--- config.mk ---
export PLATFORM = sky130hd
export DESIGN_NAME = rtc_timer
export DESIGN_NICKNAME = d
export VERILOG_FILES = /design/src/include/rtc_pkg.sv /design/src/hdl/rtc_timer.sv
export SDC_FILE = /design/constraint.sdc
export NUM_CORES = 1
export LEC_CHECK = 0
export ABC_AREA = 1
export BUFFER_PORTS_ARGS = -buffer_cell sky130_fd_sc_hd__buf_2
export CELL_PAD_IN_SITES_DETAIL_PLACEMENT = 1
export CELL_PAD_IN_SITES_GLOBAL_PLACEMENT = 2
export CORE_ASPECT_RATIO = 1.75
export CORE_MARGIN = 1
export CORE_UTILIZATION = 30
export DETAILED_ROUTE_END_ITERATION = 16
export PLACE_DENSITY = 0.9
export SYNTH_ARGS = -nofsm -noshare
export SYNTH_HDL_FRONTEND = slang
export SYNTH_SLANG_ARGS = --single-unit
--- constraint.sdc ---
create_clock -name hclk -period 2.2 [get_ports hclk]
set_input_delay 0.44 -clock hclk [delete_from_list [all_inputs] [get_ports hclk]]
set_output_delay 0.44 -clock hclk [all_outputs]
set_load 0.05 [all_outputs]
--- src/include/rtc_pkg.sv ---
// package for the reload timer with oscillator capture
// assumes an ahb-lite slave with 32-bit data, one register per word
package rtc_pkg;
  // register byte offsets
  localparam logic [7:0] OFS_CTRL = 8'h00;
  localparam logic [7:0] OFS_CLK = 8'h04;
  localparam logic [7:0] OFS_RLD_LO = 8'h08;
  localparam logic [7:0] OFS_RLD_HI = 8'h0C;
  localparam logic [7:0] OFS_CNT_LO = 8'h10;
  localparam logic [7:0] OFS_CNT_HI = 8'h14;
  // reset value and byte maximum
  localparam logic [7:0] RST_BYTE = 8'h00;
  localparam logic [7:0] BYTE_MAX = 8'hFF;
  // timing
  localparam int unsigned SYSCLK_DIV = 12;
  localparam int unsigned EXT_DIV = 8;
  localparam logic [3:0] DIV12_LAST = 4'(SYSCLK_DIV - 1);
  localparam logic [2:0] EXT_RISE_AT = 3'(EXT_DIV / 2 - 1);
  localparam logic [2:0] EXT_FALL_AT = 3'(EXT_DIV - 1);
  // bus
  localparam logic [1:0] HTRANS_NONSEQ = 2'h2;
  localparam logic [1:0] HRESP_OKAY = 2'h0;

  // timer_control_reg layout, bit 7 down to bit 0
  typedef struct packed {
    logic high_overflow_flag;
    logic low_overflow_flag;
    logic low_byte_irq_enable;
    logic capture_enable;
    logic split_select;
    logic high_run_control;
    logic unused;
    logic ext_clock_select;
  } rtc_ctrl_t;

  // clock_control_reg layout, bits 2 down to 0
  typedef struct packed {
    logic timer_irq_enable;
    logic high_fast_clock_select;
    logic low_fast_clock_select;
  } rtc_clk_t;

  typedef enum logic {BUS_IDLE, BUS_READ_WAIT} rtc_bus_st_t;
endpackage : rtc_pkg

--- src/hdl/rtc_timer.sv ---
// reload timer with oscillator capture, ahb-lite register slave
// assumes ext_osc is the raw external oscillator, slower than hclk / 4
// assumes whole-word single transfers; hsize and haddr above bit 7 ignored
// assumes one slave, so hready is this block's own hreadyout
//
// What this block does
// - two count bytes, 16-bit or split mode
// - clocks: sysclk, sysclk/12, synced external/8
// - 16-bit overflow reloads both bytes, sets high flag
// - 16-bit overflow raises interrupt when enabled
// - low-byte roll also interrupts when low enable set
// - split bytes reload from own reload byte
// - split mode: run gates high byte only
// - per-byte fast select, else external select picks
// - split: each byte roll sets its flag
// - split: high roll interrupts, low too if enabled
// - flags only cleared by software writes
// - capture mode counts on sysclk or sysclk/12
// - capture copies counter to reload, sets high flag
// - capture on each falling edge of external/8
// - capture enable bit selects capture mode
// - low flag set on every low-byte roll
//
// Local design decisions: the AHB-Lite register port and the address map.
`timescale 1ns/1ps
module rtc_timer (
  input wire logic hclk,
  input wire logic hresetn,
  input wire logic hsel,
  input wire logic [31:0] haddr,
  input wire logic [1:0] htrans,
  input wire logic hwrite,
  input wire logic [2:0] hsize,
  input wire logic [31:0] hwdata,
  input wire logic hready,
  output logic [31:0] hrdata,
  output logic hreadyout,
  output logic [1:0] hresp,
  input wire logic ext_osc,
  output logic timer_irq
);

  // bus slave
  rtc_pkg::rtc_bus_st_t bus_q;
  logic wr_pend_q;
  logic [7:0] addr_q;
  logic [31:0] rdata_q;
  logic ready_q;
  logic [1:0] resp_q;
  logic irq_q;

  wire logic addr_take = hsel && hready && (htrans == rtc_pkg::HTRANS_NONSEQ);
  wire logic rd_take = addr_take && !hwrite;
  wire logic wr_take = addr_take && hwrite;

  always_ff @(posedge hclk or negedge hresetn) begin
    if (!hresetn) begin
      bus_q <= rtc_pkg::BUS_IDLE;
    end else begin
      case (bus_q)
        rtc_pkg::BUS_IDLE: bus_q <= rd_take ? rtc_pkg::BUS_READ_WAIT : rtc_pkg::BUS_IDLE;
        rtc_pkg::BUS_READ_WAIT: bus_q <= rtc_pkg::BUS_IDLE;
        default: bus_q <= rtc_pkg::BUS_IDLE;
      endcase
    end
  end

  always_ff @(posedge hclk or negedge hresetn) begin
    if (!hresetn) begin
      wr_pend_q <= 1'b0;
      addr_q <= 8'h00;
      ready_q <= 1'b1;
      resp_q <= rtc_pkg::HRESP_OKAY;
    end else begin
      wr_pend_q <= wr_take;
      if (addr_take) begin
        addr_q <= haddr[7:0];
      end
      ready_q <= !rd_take;
      // slave never signals an error
      resp_q <= rtc_pkg::HRESP_OKAY;
    end
  end

  // write strobes in the data phase, word addresses only
  wire logic wr_now = wr_pend_q;
  wire logic [7:0] wbyte = hwdata[7:0];
  wire logic wr_ctrl = wr_now && (addr_q == rtc_pkg::OFS_CTRL);
  wire logic wr_clk = wr_now && (addr_q == rtc_pkg::OFS_CLK);
  wire logic wr_rld_lo = wr_now && (addr_q == rtc_pkg::OFS_RLD_LO);
  wire logic wr_rld_hi = wr_now && (addr_q == rtc_pkg::OFS_RLD_HI);
  wire logic wr_cnt_lo = wr_now && (addr_q == rtc_pkg::OFS_CNT_LO);
  wire logic wr_cnt_hi = wr_now && (addr_q == rtc_pkg::OFS_CNT_HI);

  // registers
  rtc_pkg::rtc_ctrl_t ctrl_q;
  rtc_pkg::rtc_ctrl_t ctrl_d;
  rtc_pkg::rtc_clk_t clk_q;
  logic [7:0] rld_q [2];
  logic [7:0] rld_d [2];
  logic [7:0] cnt_q [2];
  logic [7:0] cnt_d [2];

  // clock sources
  logic [3:0] div12_q;
  logic osc_s1_q;
  logic osc_s2_q;
  logic osc_s3_q;
  logic [2:0] ext_div_q;

  wire logic div12_tick = (div12_q == rtc_pkg::DIV12_LAST);
  // rising edge of the synchronised oscillator, seen once
  wire logic osc_rise = osc_s2_q && !osc_s3_q;
  // external/8 rises and falls, one hclk pulse per edge
  wire logic ext_rise = osc_rise && (ext_div_q == rtc_pkg::EXT_RISE_AT);
  wire logic ext_fall = osc_rise && (ext_div_q == rtc_pkg::EXT_FALL_AT);

  always_ff @(posedge hclk or negedge hresetn) begin
    if (!hresetn) begin
      div12_q <= 4'h0;
    end else begin
      div12_q <= div12_tick ? 4'h0 : div12_q + 4'h1;
    end
  end

  always_ff @(posedge hclk or negedge hresetn) begin
    if (!hresetn) begin
      osc_s1_q <= 1'b0;
      osc_s2_q <= 1'b0;
      osc_s3_q <= 1'b0;
    end else begin
      osc_s1_q <= ext_osc;
      osc_s2_q <= osc_s1_q;
      osc_s3_q <= osc_s2_q;
    end
  end

  always_ff @(posedge hclk or negedge hresetn) begin
    if (!hresetn) begin
      ext_div_q <= 3'h0;
    end else if (osc_rise) begin
      ext_div_q <= ext_div_q + 3'h1;
    end
  end

  // per-byte tick: index 0 low byte, index 1 high byte
  logic [1:0] fast_sel;
  logic [1:0] byte_tick;
  assign fast_sel = {clk_q.high_fast_clock_select, clk_q.low_fast_clock_select};

  genvar gi;
  generate
    for (gi = 0; gi < 2; gi++) begin : g_tick
      assign byte_tick[gi] = fast_sel[gi] ? 1'b1 :
                             (ctrl_q.ext_clock_select ? ext_rise : div12_tick);
    end
  endgenerate

  // capture mode ignores the external choice: it is the measured clock
  wire logic cap_tick = clk_q.low_fast_clock_select ? 1'b1 : div12_tick;

  // counting
  wire logic cap_mode = ctrl_q.capture_enable;
  wire logic split = ctrl_q.split_select && !cap_mode;
  wire logic run = ctrl_q.high_run_control;
  wire logic lo_full = (cnt_q[0] == rtc_pkg::BYTE_MAX);
  wire logic hi_full = (cnt_q[1] == rtc_pkg::BYTE_MAX);

  // 16-bit mode and capture mode step both bytes together on the low clock
  wire logic wide_step = run && (cap_mode ? cap_tick : byte_tick[0]);
  // split low byte ignores run control
  wire logic lo_step = split ? byte_tick[0] : wide_step;
  wire logic hi_step_split = run && byte_tick[1];

  wire logic lo_roll = lo_step && lo_full;
  wire logic wide_roll = !split && wide_step && lo_full && hi_full;
  wire logic hi_roll_split = split && hi_step_split && hi_full;
  wire logic do_capture = cap_mode && ext_fall;

  wire logic lo_roll_evt = lo_roll;
  wire logic hi_roll_evt = (wide_roll && !cap_mode) || hi_roll_split;

  always_comb begin
    // low byte
    cnt_d[0] = cnt_q[0];
    if (wr_cnt_lo) begin
      cnt_d[0] = wbyte;
    end else if (lo_roll && split) begin
      cnt_d[0] = rld_q[0];
    end else if (wide_roll && !cap_mode) begin
      cnt_d[0] = rld_q[0];
    end else if (lo_step) begin
      cnt_d[0] = cnt_q[0] + 8'h01;
    end
    // high byte
    cnt_d[1] = cnt_q[1];
    if (wr_cnt_hi) begin
      cnt_d[1] = wbyte;
    end else if (split) begin
      if (hi_roll_split) begin
        cnt_d[1] = rld_q[1];
      end else if (hi_step_split) begin
        cnt_d[1] = cnt_q[1] + 8'h01;
      end
    end else if (wide_roll && !cap_mode) begin
      cnt_d[1] = rld_q[1];
    end else if (wide_step && lo_full) begin
      cnt_d[1] = cnt_q[1] + 8'h01;
    end
  end

  always_comb begin
    rld_d[0] = rld_q[0];
    rld_d[1] = rld_q[1];
    if (do_capture) begin
      rld_d[0] = cnt_q[0];
      rld_d[1] = cnt_q[1];
    end else begin
      if (wr_rld_lo) begin
        rld_d[0] = wbyte;
      end
      if (wr_rld_hi) begin
        rld_d[1] = wbyte;
      end
    end
  end

  // control write; hardware set of a flag wins over a software clear
  always_comb begin
    ctrl_d = ctrl_q;
    if (wr_ctrl) begin
      ctrl_d = rtc_pkg::rtc_ctrl_t'(wbyte);
      ctrl_d.unused = 1'b0;
    end
    if (hi_roll_evt || do_capture) begin
      ctrl_d.high_overflow_flag = 1'b1;
    end
    if (lo_roll_evt) begin
      ctrl_d.low_overflow_flag = 1'b1;
    end
  end

  // interrupt follows the flags, so it stays until software clears them
  wire logic irq_d = clk_q.timer_irq_enable &&
                     (ctrl_d.high_overflow_flag ||
                      (ctrl_d.low_byte_irq_enable && ctrl_d.low_overflow_flag));

  always_ff @(posedge hclk or negedge hresetn) begin
    if (!hresetn) begin
      ctrl_q <= rtc_pkg::rtc_ctrl_t'(rtc_pkg::RST_BYTE);
      clk_q <= 3'h0;
      irq_q <= 1'b0;
    end else begin
      ctrl_q <= ctrl_d;
      irq_q <= irq_d;
      if (wr_clk) begin
        clk_q <= rtc_pkg::rtc_clk_t'(wbyte[2:0]);
      end
    end
  end

  generate
    for (gi = 0; gi < 2; gi++) begin : g_byte
      always_ff @(posedge hclk or negedge hresetn) begin
        if (!hresetn) begin
          cnt_q[gi] <= rtc_pkg::RST_BYTE;
          rld_q[gi] <= rtc_pkg::RST_BYTE;
        end else begin
          cnt_q[gi] <= cnt_d[gi];
          rld_q[gi] <= rld_d[gi];
        end
      end
    end
  endgenerate

  // read path
  logic [7:0] rd_byte;
  always_comb begin
    case (addr_q)
      rtc_pkg::OFS_CTRL: rd_byte = ctrl_q;
      rtc_pkg::OFS_CLK: rd_byte = {5'h00, clk_q};
      rtc_pkg::OFS_RLD_LO: rd_byte = rld_q[0];
      rtc_pkg::OFS_RLD_HI: rd_byte = rld_q[1];
      rtc_pkg::OFS_CNT_LO: rd_byte = cnt_q[0];
      rtc_pkg::OFS_CNT_HI: rd_byte = cnt_q[1];
      default: rd_byte = 8'h00;
    endcase
  end

  always_ff @(posedge hclk or negedge hresetn) begin
    if (!hresetn) begin
      rdata_q <= 32'h00000000;
    end else if (bus_q == rtc_pkg::BUS_READ_WAIT) begin
      rdata_q <= {24'h000000, rd_byte};
    end
  end

  assign hrdata = rdata_q;
  assign hreadyout = ready_q;
  assign hresp = resp_q;
  assign timer_irq = irq_q;

endmodule : rtc_timer

Yosys cells after proc, flatten, opt, wreduce, memory -nomap -nowiden
Cells that the tools add are included.
- register bits: 72
- input bits: 75
- output and inout bits: 36
- logic and storage cells: 110
- add/subtract/negate cells: 4
- eq/ne operators: 12
- multiplexer cells: 26
- bitwise gates (word level): 1
- reduce and logical (&&, ||, !) cells: 42
- operator list (operator ; number):
    two-way mux 8 bit ; 13
    case mux 8 bit (6 select lines) ; 1
    logical AND 1 bit ; 28
    adder 8 x 1 -> 8 bit (second input constant) ; 2
    == test 8 x 4 -> 1 bit (second input constant) ; 2
    == test 8 x 5 -> 1 bit (second input constant) ; 2
    == test 8 bit (second input constant) ; 2
    two-way mux 16 bit ; 1
    two-way mux 1 bit ; 9
    == test 8 x 3 -> 1 bit (second input constant) ; 1
    zero test 8 bit ; 1
    nonzero test 4 bit ; 2
    zero test 1 bit ; 5
    adder 4 x 1 -> 4 bit (second input constant) ; 1
    == test 4 bit (second input constant) ; 1
    two-way mux 4 bit ; 1
    inequality test 4 x 2 -> 1 bit (second input constant) ; 1
    nonzero test 2 bit ; 2
    adder 3 x 1 -> 3 bit (second input constant) ; 1
    == test 3 x 2 -> 1 bit (second input constant) ; 1
    == test 3 bit (second input constant) ; 1
    logical OR 1 bit ; 3
    == test 2 bit (second input constant) ; 1
    case mux 1 bit (2 select lines) ; 1
    2 further kinds ; 2

Depth between registers and ports, before layout
- depth in word-level cells: 16
- depth in mapped cells: 13
- mapped depth without buffers: 12

Worst setup path after synthesis
Ideal clock, no wire load.
- path type: register -> register
- start: register ext_div_q[0]
- end: register cnt_q[10] (netlist name)
- arrival time: 1.552 ns
- required time: 2.084 ns
- slack: 0.531 ns
- cell stages (with the launch flop): 11
- path buffers: 0
- clock period less this slack: 1.669 ns
- cells stage by stage: dfrtp_1 ha_1 ha_1 nand4_1 nand3_2 nand3_1 nand2_4 nand2_1 nand3_1 nand2_1 nand2_1
- cells in the longest elaborated chain, start to end: 13
- ends and longest elaborated chain (item ; line ; text):
    from (decl) ; rtc_timer.sv:109 ; logic [2:0] ext_div_q;
    from (signal assigned) ; rtc_timer.sv:142 ; ext_div_q <= ext_div_q + 3'h1;
    == test 3 x 2 -> 1 bit * ; rtc_timer.sv:115 ; wire logic ext_rise = osc_rise && (ext_div_q == rtc_pkg::EXT_RISE_AT);
    logical AND 1 bit * ; rtc_timer.sv:115 ;
    two-way mux 1 bit * ; rtc_timer.sv:155 ; (ctrl_q.ext_clock_select ? ext_rise : div12_tick);
    two-way mux 1 bit * ; rtc_timer.sv:154 ; assign byte_tick[gi] = fast_sel[gi] ? 1'b1 :
    two-way mux 1 bit ; rtc_timer.sv:170 ; wire logic wide_step = run && (cap_mode ? cap_tick : byte_tick[0]);
    logical AND 1 bit ; rtc_timer.sv:170 ;
    logical AND 1 bit (3 in series) ; rtc_timer.sv:176 ; wire logic wide_roll = !split && wide_step && lo_full && hi_full;
    logical AND 1 bit ; rtc_timer.sv:190 ; end else if (wide_roll && !cap_mode) begin
    two-way mux 8 bit ; rtc_timer.sv:190 ;
    two-way mux 8 bit ; rtc_timer.sv:188 ; end else if (lo_roll && split) begin
    two-way mux 8 bit ; rtc_timer.sv:186 ; if (wr_cnt_lo) begin
    to (signal, indexed assignment) ; rtc_timer.sv:266 ; cnt_q[gi] <= rtc_pkg::RST_BYTE;
    to (signal, indexed assignment) ; rtc_timer.sv:269 ; cnt_q[gi] <= cnt_d[gi];
    to (decl) ; rtc_timer.sv:101 ; logic [7:0] cnt_q [2];
Mark *: on every way between the ends. The rest lies on a longest branch, timed or not.
A chain may end at the register's enable or synchronous reset.

Final worst setup path
- start: register ext_div_q[0]
- end: register cnt_q[8] (netlist name)
The elaborated chain is that of the path after synthesis.

==> flow_results.org <==
** Die
- Die area :: 15,100 µm²
- Site Rows :: 58
- Die Wd :: 93.4 µm
- Number of top-level design ports :: 111
- Core outline area :: 14,300 µm²
- From bottom edge to top edge, the die measures 162 µm.
- For this configuration, the core starts out at a cell density of 0.307.

** Routing
- Mean routed wirelength per cell :: 18.6 µm
- Remaining number of nets flagged by the antenna check after routing :: 0
- First-pass detailed-route iteration total :: 5
- After detailed routing, the total wire length is 15,200 µm.
- Across all layers, the routed design uses 4,083 vias.
- After detailed routing, the number of remaining DRC violations is 0.
- Detailed-route vias per instance :: 5.00
- Violation count after the first detailed-route iteration :: 250

** Place
- The congestion estimate from routability-driven global placement came to 0.962.
- Prior to clock tree synthesis, the placed netlist has a worst setup slack of 155 ps.
- In this run the tool buffered the top-level ports with 33 buffer cells.
- Hpwl dp :: 11,800 µm

** Global routing
- Summed over all layers, the global routing overflow is 0.
- The via count of the first global-routing pass came to 4,451.
- Overall routing resource usage :: 0.215
- Entering global routing, the biggest net connects 73 pins.
- The initial antenna violation count is 0.
- Wire length of the first global-routing pass :: 24,200 µm

** Clock network
- Num Clock Sinks :: 72
- Buffers added to address setup during post-CTS repair amount to 0.
- Clock insertion delay at the later pin of the skew report :: 350 ps
- Clock-pin slew was measured on the worst setup and hold paths at 70 ps.
- TritonCTS built the clock tree.
- In this run the deepest clock path goes through 2 buffers.
- The tree is rooted in a sky130_fd_sc_hd__clkbuf_16.
- Number of buffers created by CTS :: 9
- The H-tree generated during clock tree synthesis spans 3 levels.

** Timing
- Subtracting the final worst setup slack from the clock period gives 2060 ps.
- Endpoints failing setup :: 0
- In the finished design, the share of the clock period the worst path needs comes to 0.936.
- Max-slew violation count :: 0
- Based on the critical path, the design can be clocked at up to 485 MHz.
- Across the routed clock network, the largest skew measured is 6.47 ps.
- For the pin with the worst max-slew slack, the measured transition is 560 ps.
- Once routing completed, OpenROAD measured the worst setup slack at 140 ps.
- The hold violation count in the final report was 0.
- Setup repair after global routing left no endpoint under its margin.
- Summed over all failing endpoints, the final setup total negative slack is 0 ps.
- The worst pin sits at a relative slew slack of 0.625.

** Synth
- Avg Synthesized Cell Area :: 7.55 µm²
- In this run, synthesis inferred 0 flip-flops with an integrated enable.
- Portion of synthesized cell area occupied by the leading cell type :: 0.405
- Commonest register cell after synthesis :: sky130_fd_sc_hd__dfrtp_1
- The share of the Yosys chip area taken by registers is 0.411.
- Post-Syn Area :: 4390 µm²
- During synthesis, Yosys emitted a total of 0 warnings.
- Synth async-reset ratio :: 1.00
- Yosys reg bits :: 72
- Yosys attributes the largest share of cell area to sky130_fd_sc_hd__dfrtp_1 (41%), sky130_fd_sc_hd__nand2_1 (16%), sky130_fd_sc_hd__nand3_1 (6.6%), sky130_fd_sc_hd__inv_1 (4.9%), sky130_fd_sc_hd__buf_4 (4.5%).
- In the synthesized netlist, the number of instances is 581.
- Dominant cell type by area after synthesis :: sky130_fd_sc_hd__dfrtp_1
- Count of unique library cells instantiated by Yosys :: 40

** Finish
- Area added between synthesis and finish :: 15.8%
- At the end of the flow, the number of nets in the layout was 713.
- Summing all multi-input logic gate instances after layout gives 2130 µm².
- Leaving out fill and tap cells, the most frequent cell in the layout is sky130_fd_sc_hd__nand2_1.
- Most used cells in the layout excluding fill and tap cells :: sky130_fd_sc_hd__nand2_1 (183), sky130_fd_sc_hd__dfrtp_1 (71), sky130_fd_sc_hd__nand3_1 (58)
- Number of filler cells placed in the layout :: 1,787
- Measured on the finished design, the core utilization comes to 0.355.
- 0 antenna diodes ended up in the layout.
- Registers take 1800 µm².
- In the final layout, the share of cells above drive strength 1 is 0.181.

** Setup path
- Nature of the critical path endpoint :: register
- Endpoint arrival time on the critical path :: 2300 ps
- Maximum cell stage delay along the critical path :: 400 ps
- Among cell families on the critical path, the largest total delay comes from simple AND/OR/NAND/NOR gates.
- Slack of the worst reg-to-reg path :: 140 ps
- Critical-path top delay cell :: sky130_fd_sc_hd__dfrtp_1
- CP Data Required Time :: 2440 ps
- Together, buffers and inverters on the worst path number 2.
- The worst setup path is of the register to register kind.
- STA classifies the critical path startpoint as a register.
- Worst-path maximum fanout :: 12
- Walking the worst path, the cells encountered are ha_1, ha_1, nand4_1, nand3_2, buf_4, o21ai_2, nand2_4, inv_2, a21oi_1, nand2_1, nand2_1.

** Power
- Static power due to leakage :: 2.68 nW
- Power spread over the standard cell area amounts to 994 nW/µm².
- IR analysis of the VDD net gives a maximum drop of 0.345 mV.

** Job
- Across the run, the number of max-cap violations was 0.

** Hold path
- Worst hold-check path type :: input pin to asynchronous set/reset pin

** Status
- Outcome :: completed
==> worst reg2reg max path, cell delays in order, from the launching register on <==
cell and delay, ps:
sky130_fd_sc_hd__dfrtp_1 400, sky130_fd_sc_hd__ha_1 220, sky130_fd_sc_hd__ha_1 180, sky130_fd_sc_hd__nand4_1 130, sky130_fd_sc_hd__nand3_2 180, sky130_fd_sc_hd__buf_4 210, sky130_fd_sc_hd__o21ai_2 90, sky130_fd_sc_hd__nand2_4 100
sky130_fd_sc_hd__inv_2 220, sky130_fd_sc_hd__a21oi_1 90, sky130_fd_sc_hd__nand2_1 90, sky130_fd_sc_hd__nand2_1 50
==> report_power, final <==
group,leakage (nW),total (mW),internal [mW],switching [mW]
registers,0.854,2.01,1.67,0.342
clock network,0.146,1.49,0.800,0.687
logic,1.68,1.55,0.511,1.04
total,2.68,5.05,2.98,2.07
==> cells by family after synthesis <==
| kind of cell | after synthesis | share of synthesized area |
|---|---|---|
| AND/OR/NAND/NOR | 320 | 0.338 |
| buffers and inverters | 112 | 0.125 |
| flip-flops | 72 | 0.411 |
| AO/OA/AOI/OAI | 59 | 0.0867 |
| XOR/XNOR | 11 | 0.0220 |
| adder cells (fa/ha/maj) | 6 | 0.0171 |
| other | 1 | 0.000855 |
==> area by class of cell <==
| type | instances | area share |
|---|---|---|
| Clock buffer | 9 | 0.0443 |
| Clock inverter | 7 | 0.0140 |
| Inverter | 70 | 0.0520 |
| Multi-Input combinational cell | 422 | 0.420 |
| Sequential cell | 72 | 0.355 |
| Tap cell | 180 | 0.0443 |
| Timing Repair Buffer | 57 | 0.0705 |
==> metrics by stage <==
step / total power, mW / instances / hold WS (ps) / instance area, µm²
after global routing: 5.33 / 817 / 163 / 5080
final: 5.05 / 817 / 114 / 5080
after CTS: 5.07 / 817 / 135 / 5080
after detailed placement: 3.57 / 801 / 338 / 4780
after global placement: 3.48 / 801 / 341 / 4780
after floorplan: 3.02 / 606 / 144 / 4480
==> layer usage <==
layer	track usage	share of wire	vias to the layer above
met5	0	0	-
li1	-	-	1923
met4	0.183	0.088	0
met2	0.385	0.53	123
met1	0.211	0.34	1975
met3	0.0351	0.036	62
==> state kept, by name, summed over array words and instances (netlist names), 3 cells and up <==
signal	flops
addr_q	8
clk_q	3
cnt_q	16
ctrl_q	5
div12_q	4
ext_div_q	3
hrdata	8
rld_q	16
==> what timing repair did <==
action,CTS,global route
resized for setup,0,1
endpoints found under the setup margin,0,3
hold buffers,0,0
==> worst paths after layout <==
check	to	startpoint	cells after the start
setup / recovery	cnt_q[8]	ext_div_q[0]	11
hold / removal	addr_q[3]	hresetn	2
setup reg to reg	cnt_q[8]	ext_div_q[0]	11
hold reg to reg	osc_s2_q	osc_s1_q	0
max in group asynchronous	cnt_q[13]	hresetn	2
min in group hclk	osc_s1_q	ext_osc	1
==> synthesized netlist by cell type, types with 7 or more instances <==
master                    instances
sky130_fd_sc_hd__dfrtp_1         71
sky130_fd_sc_hd__a22oi_1         15
sky130_fd_sc_hd__xor2_1           8
sky130_fd_sc_hd__buf_2           10
sky130_fd_sc_hd__o21ai_0         22
sky130_fd_sc_hd__nand2_1        183
sky130_fd_sc_hd__nand3_2          7
sky130_fd_sc_hd__nand4_1         18
sky130_fd_sc_hd__nor2_1          36
sky130_fd_sc_hd__inv_2           10
sky130_fd_sc_hd__nand3_1         58
sky130_fd_sc_hd__inv_1           57
sky130_fd_sc_hd__buf_4           26
Note: power is estimated with default switching activity, not from simulation.
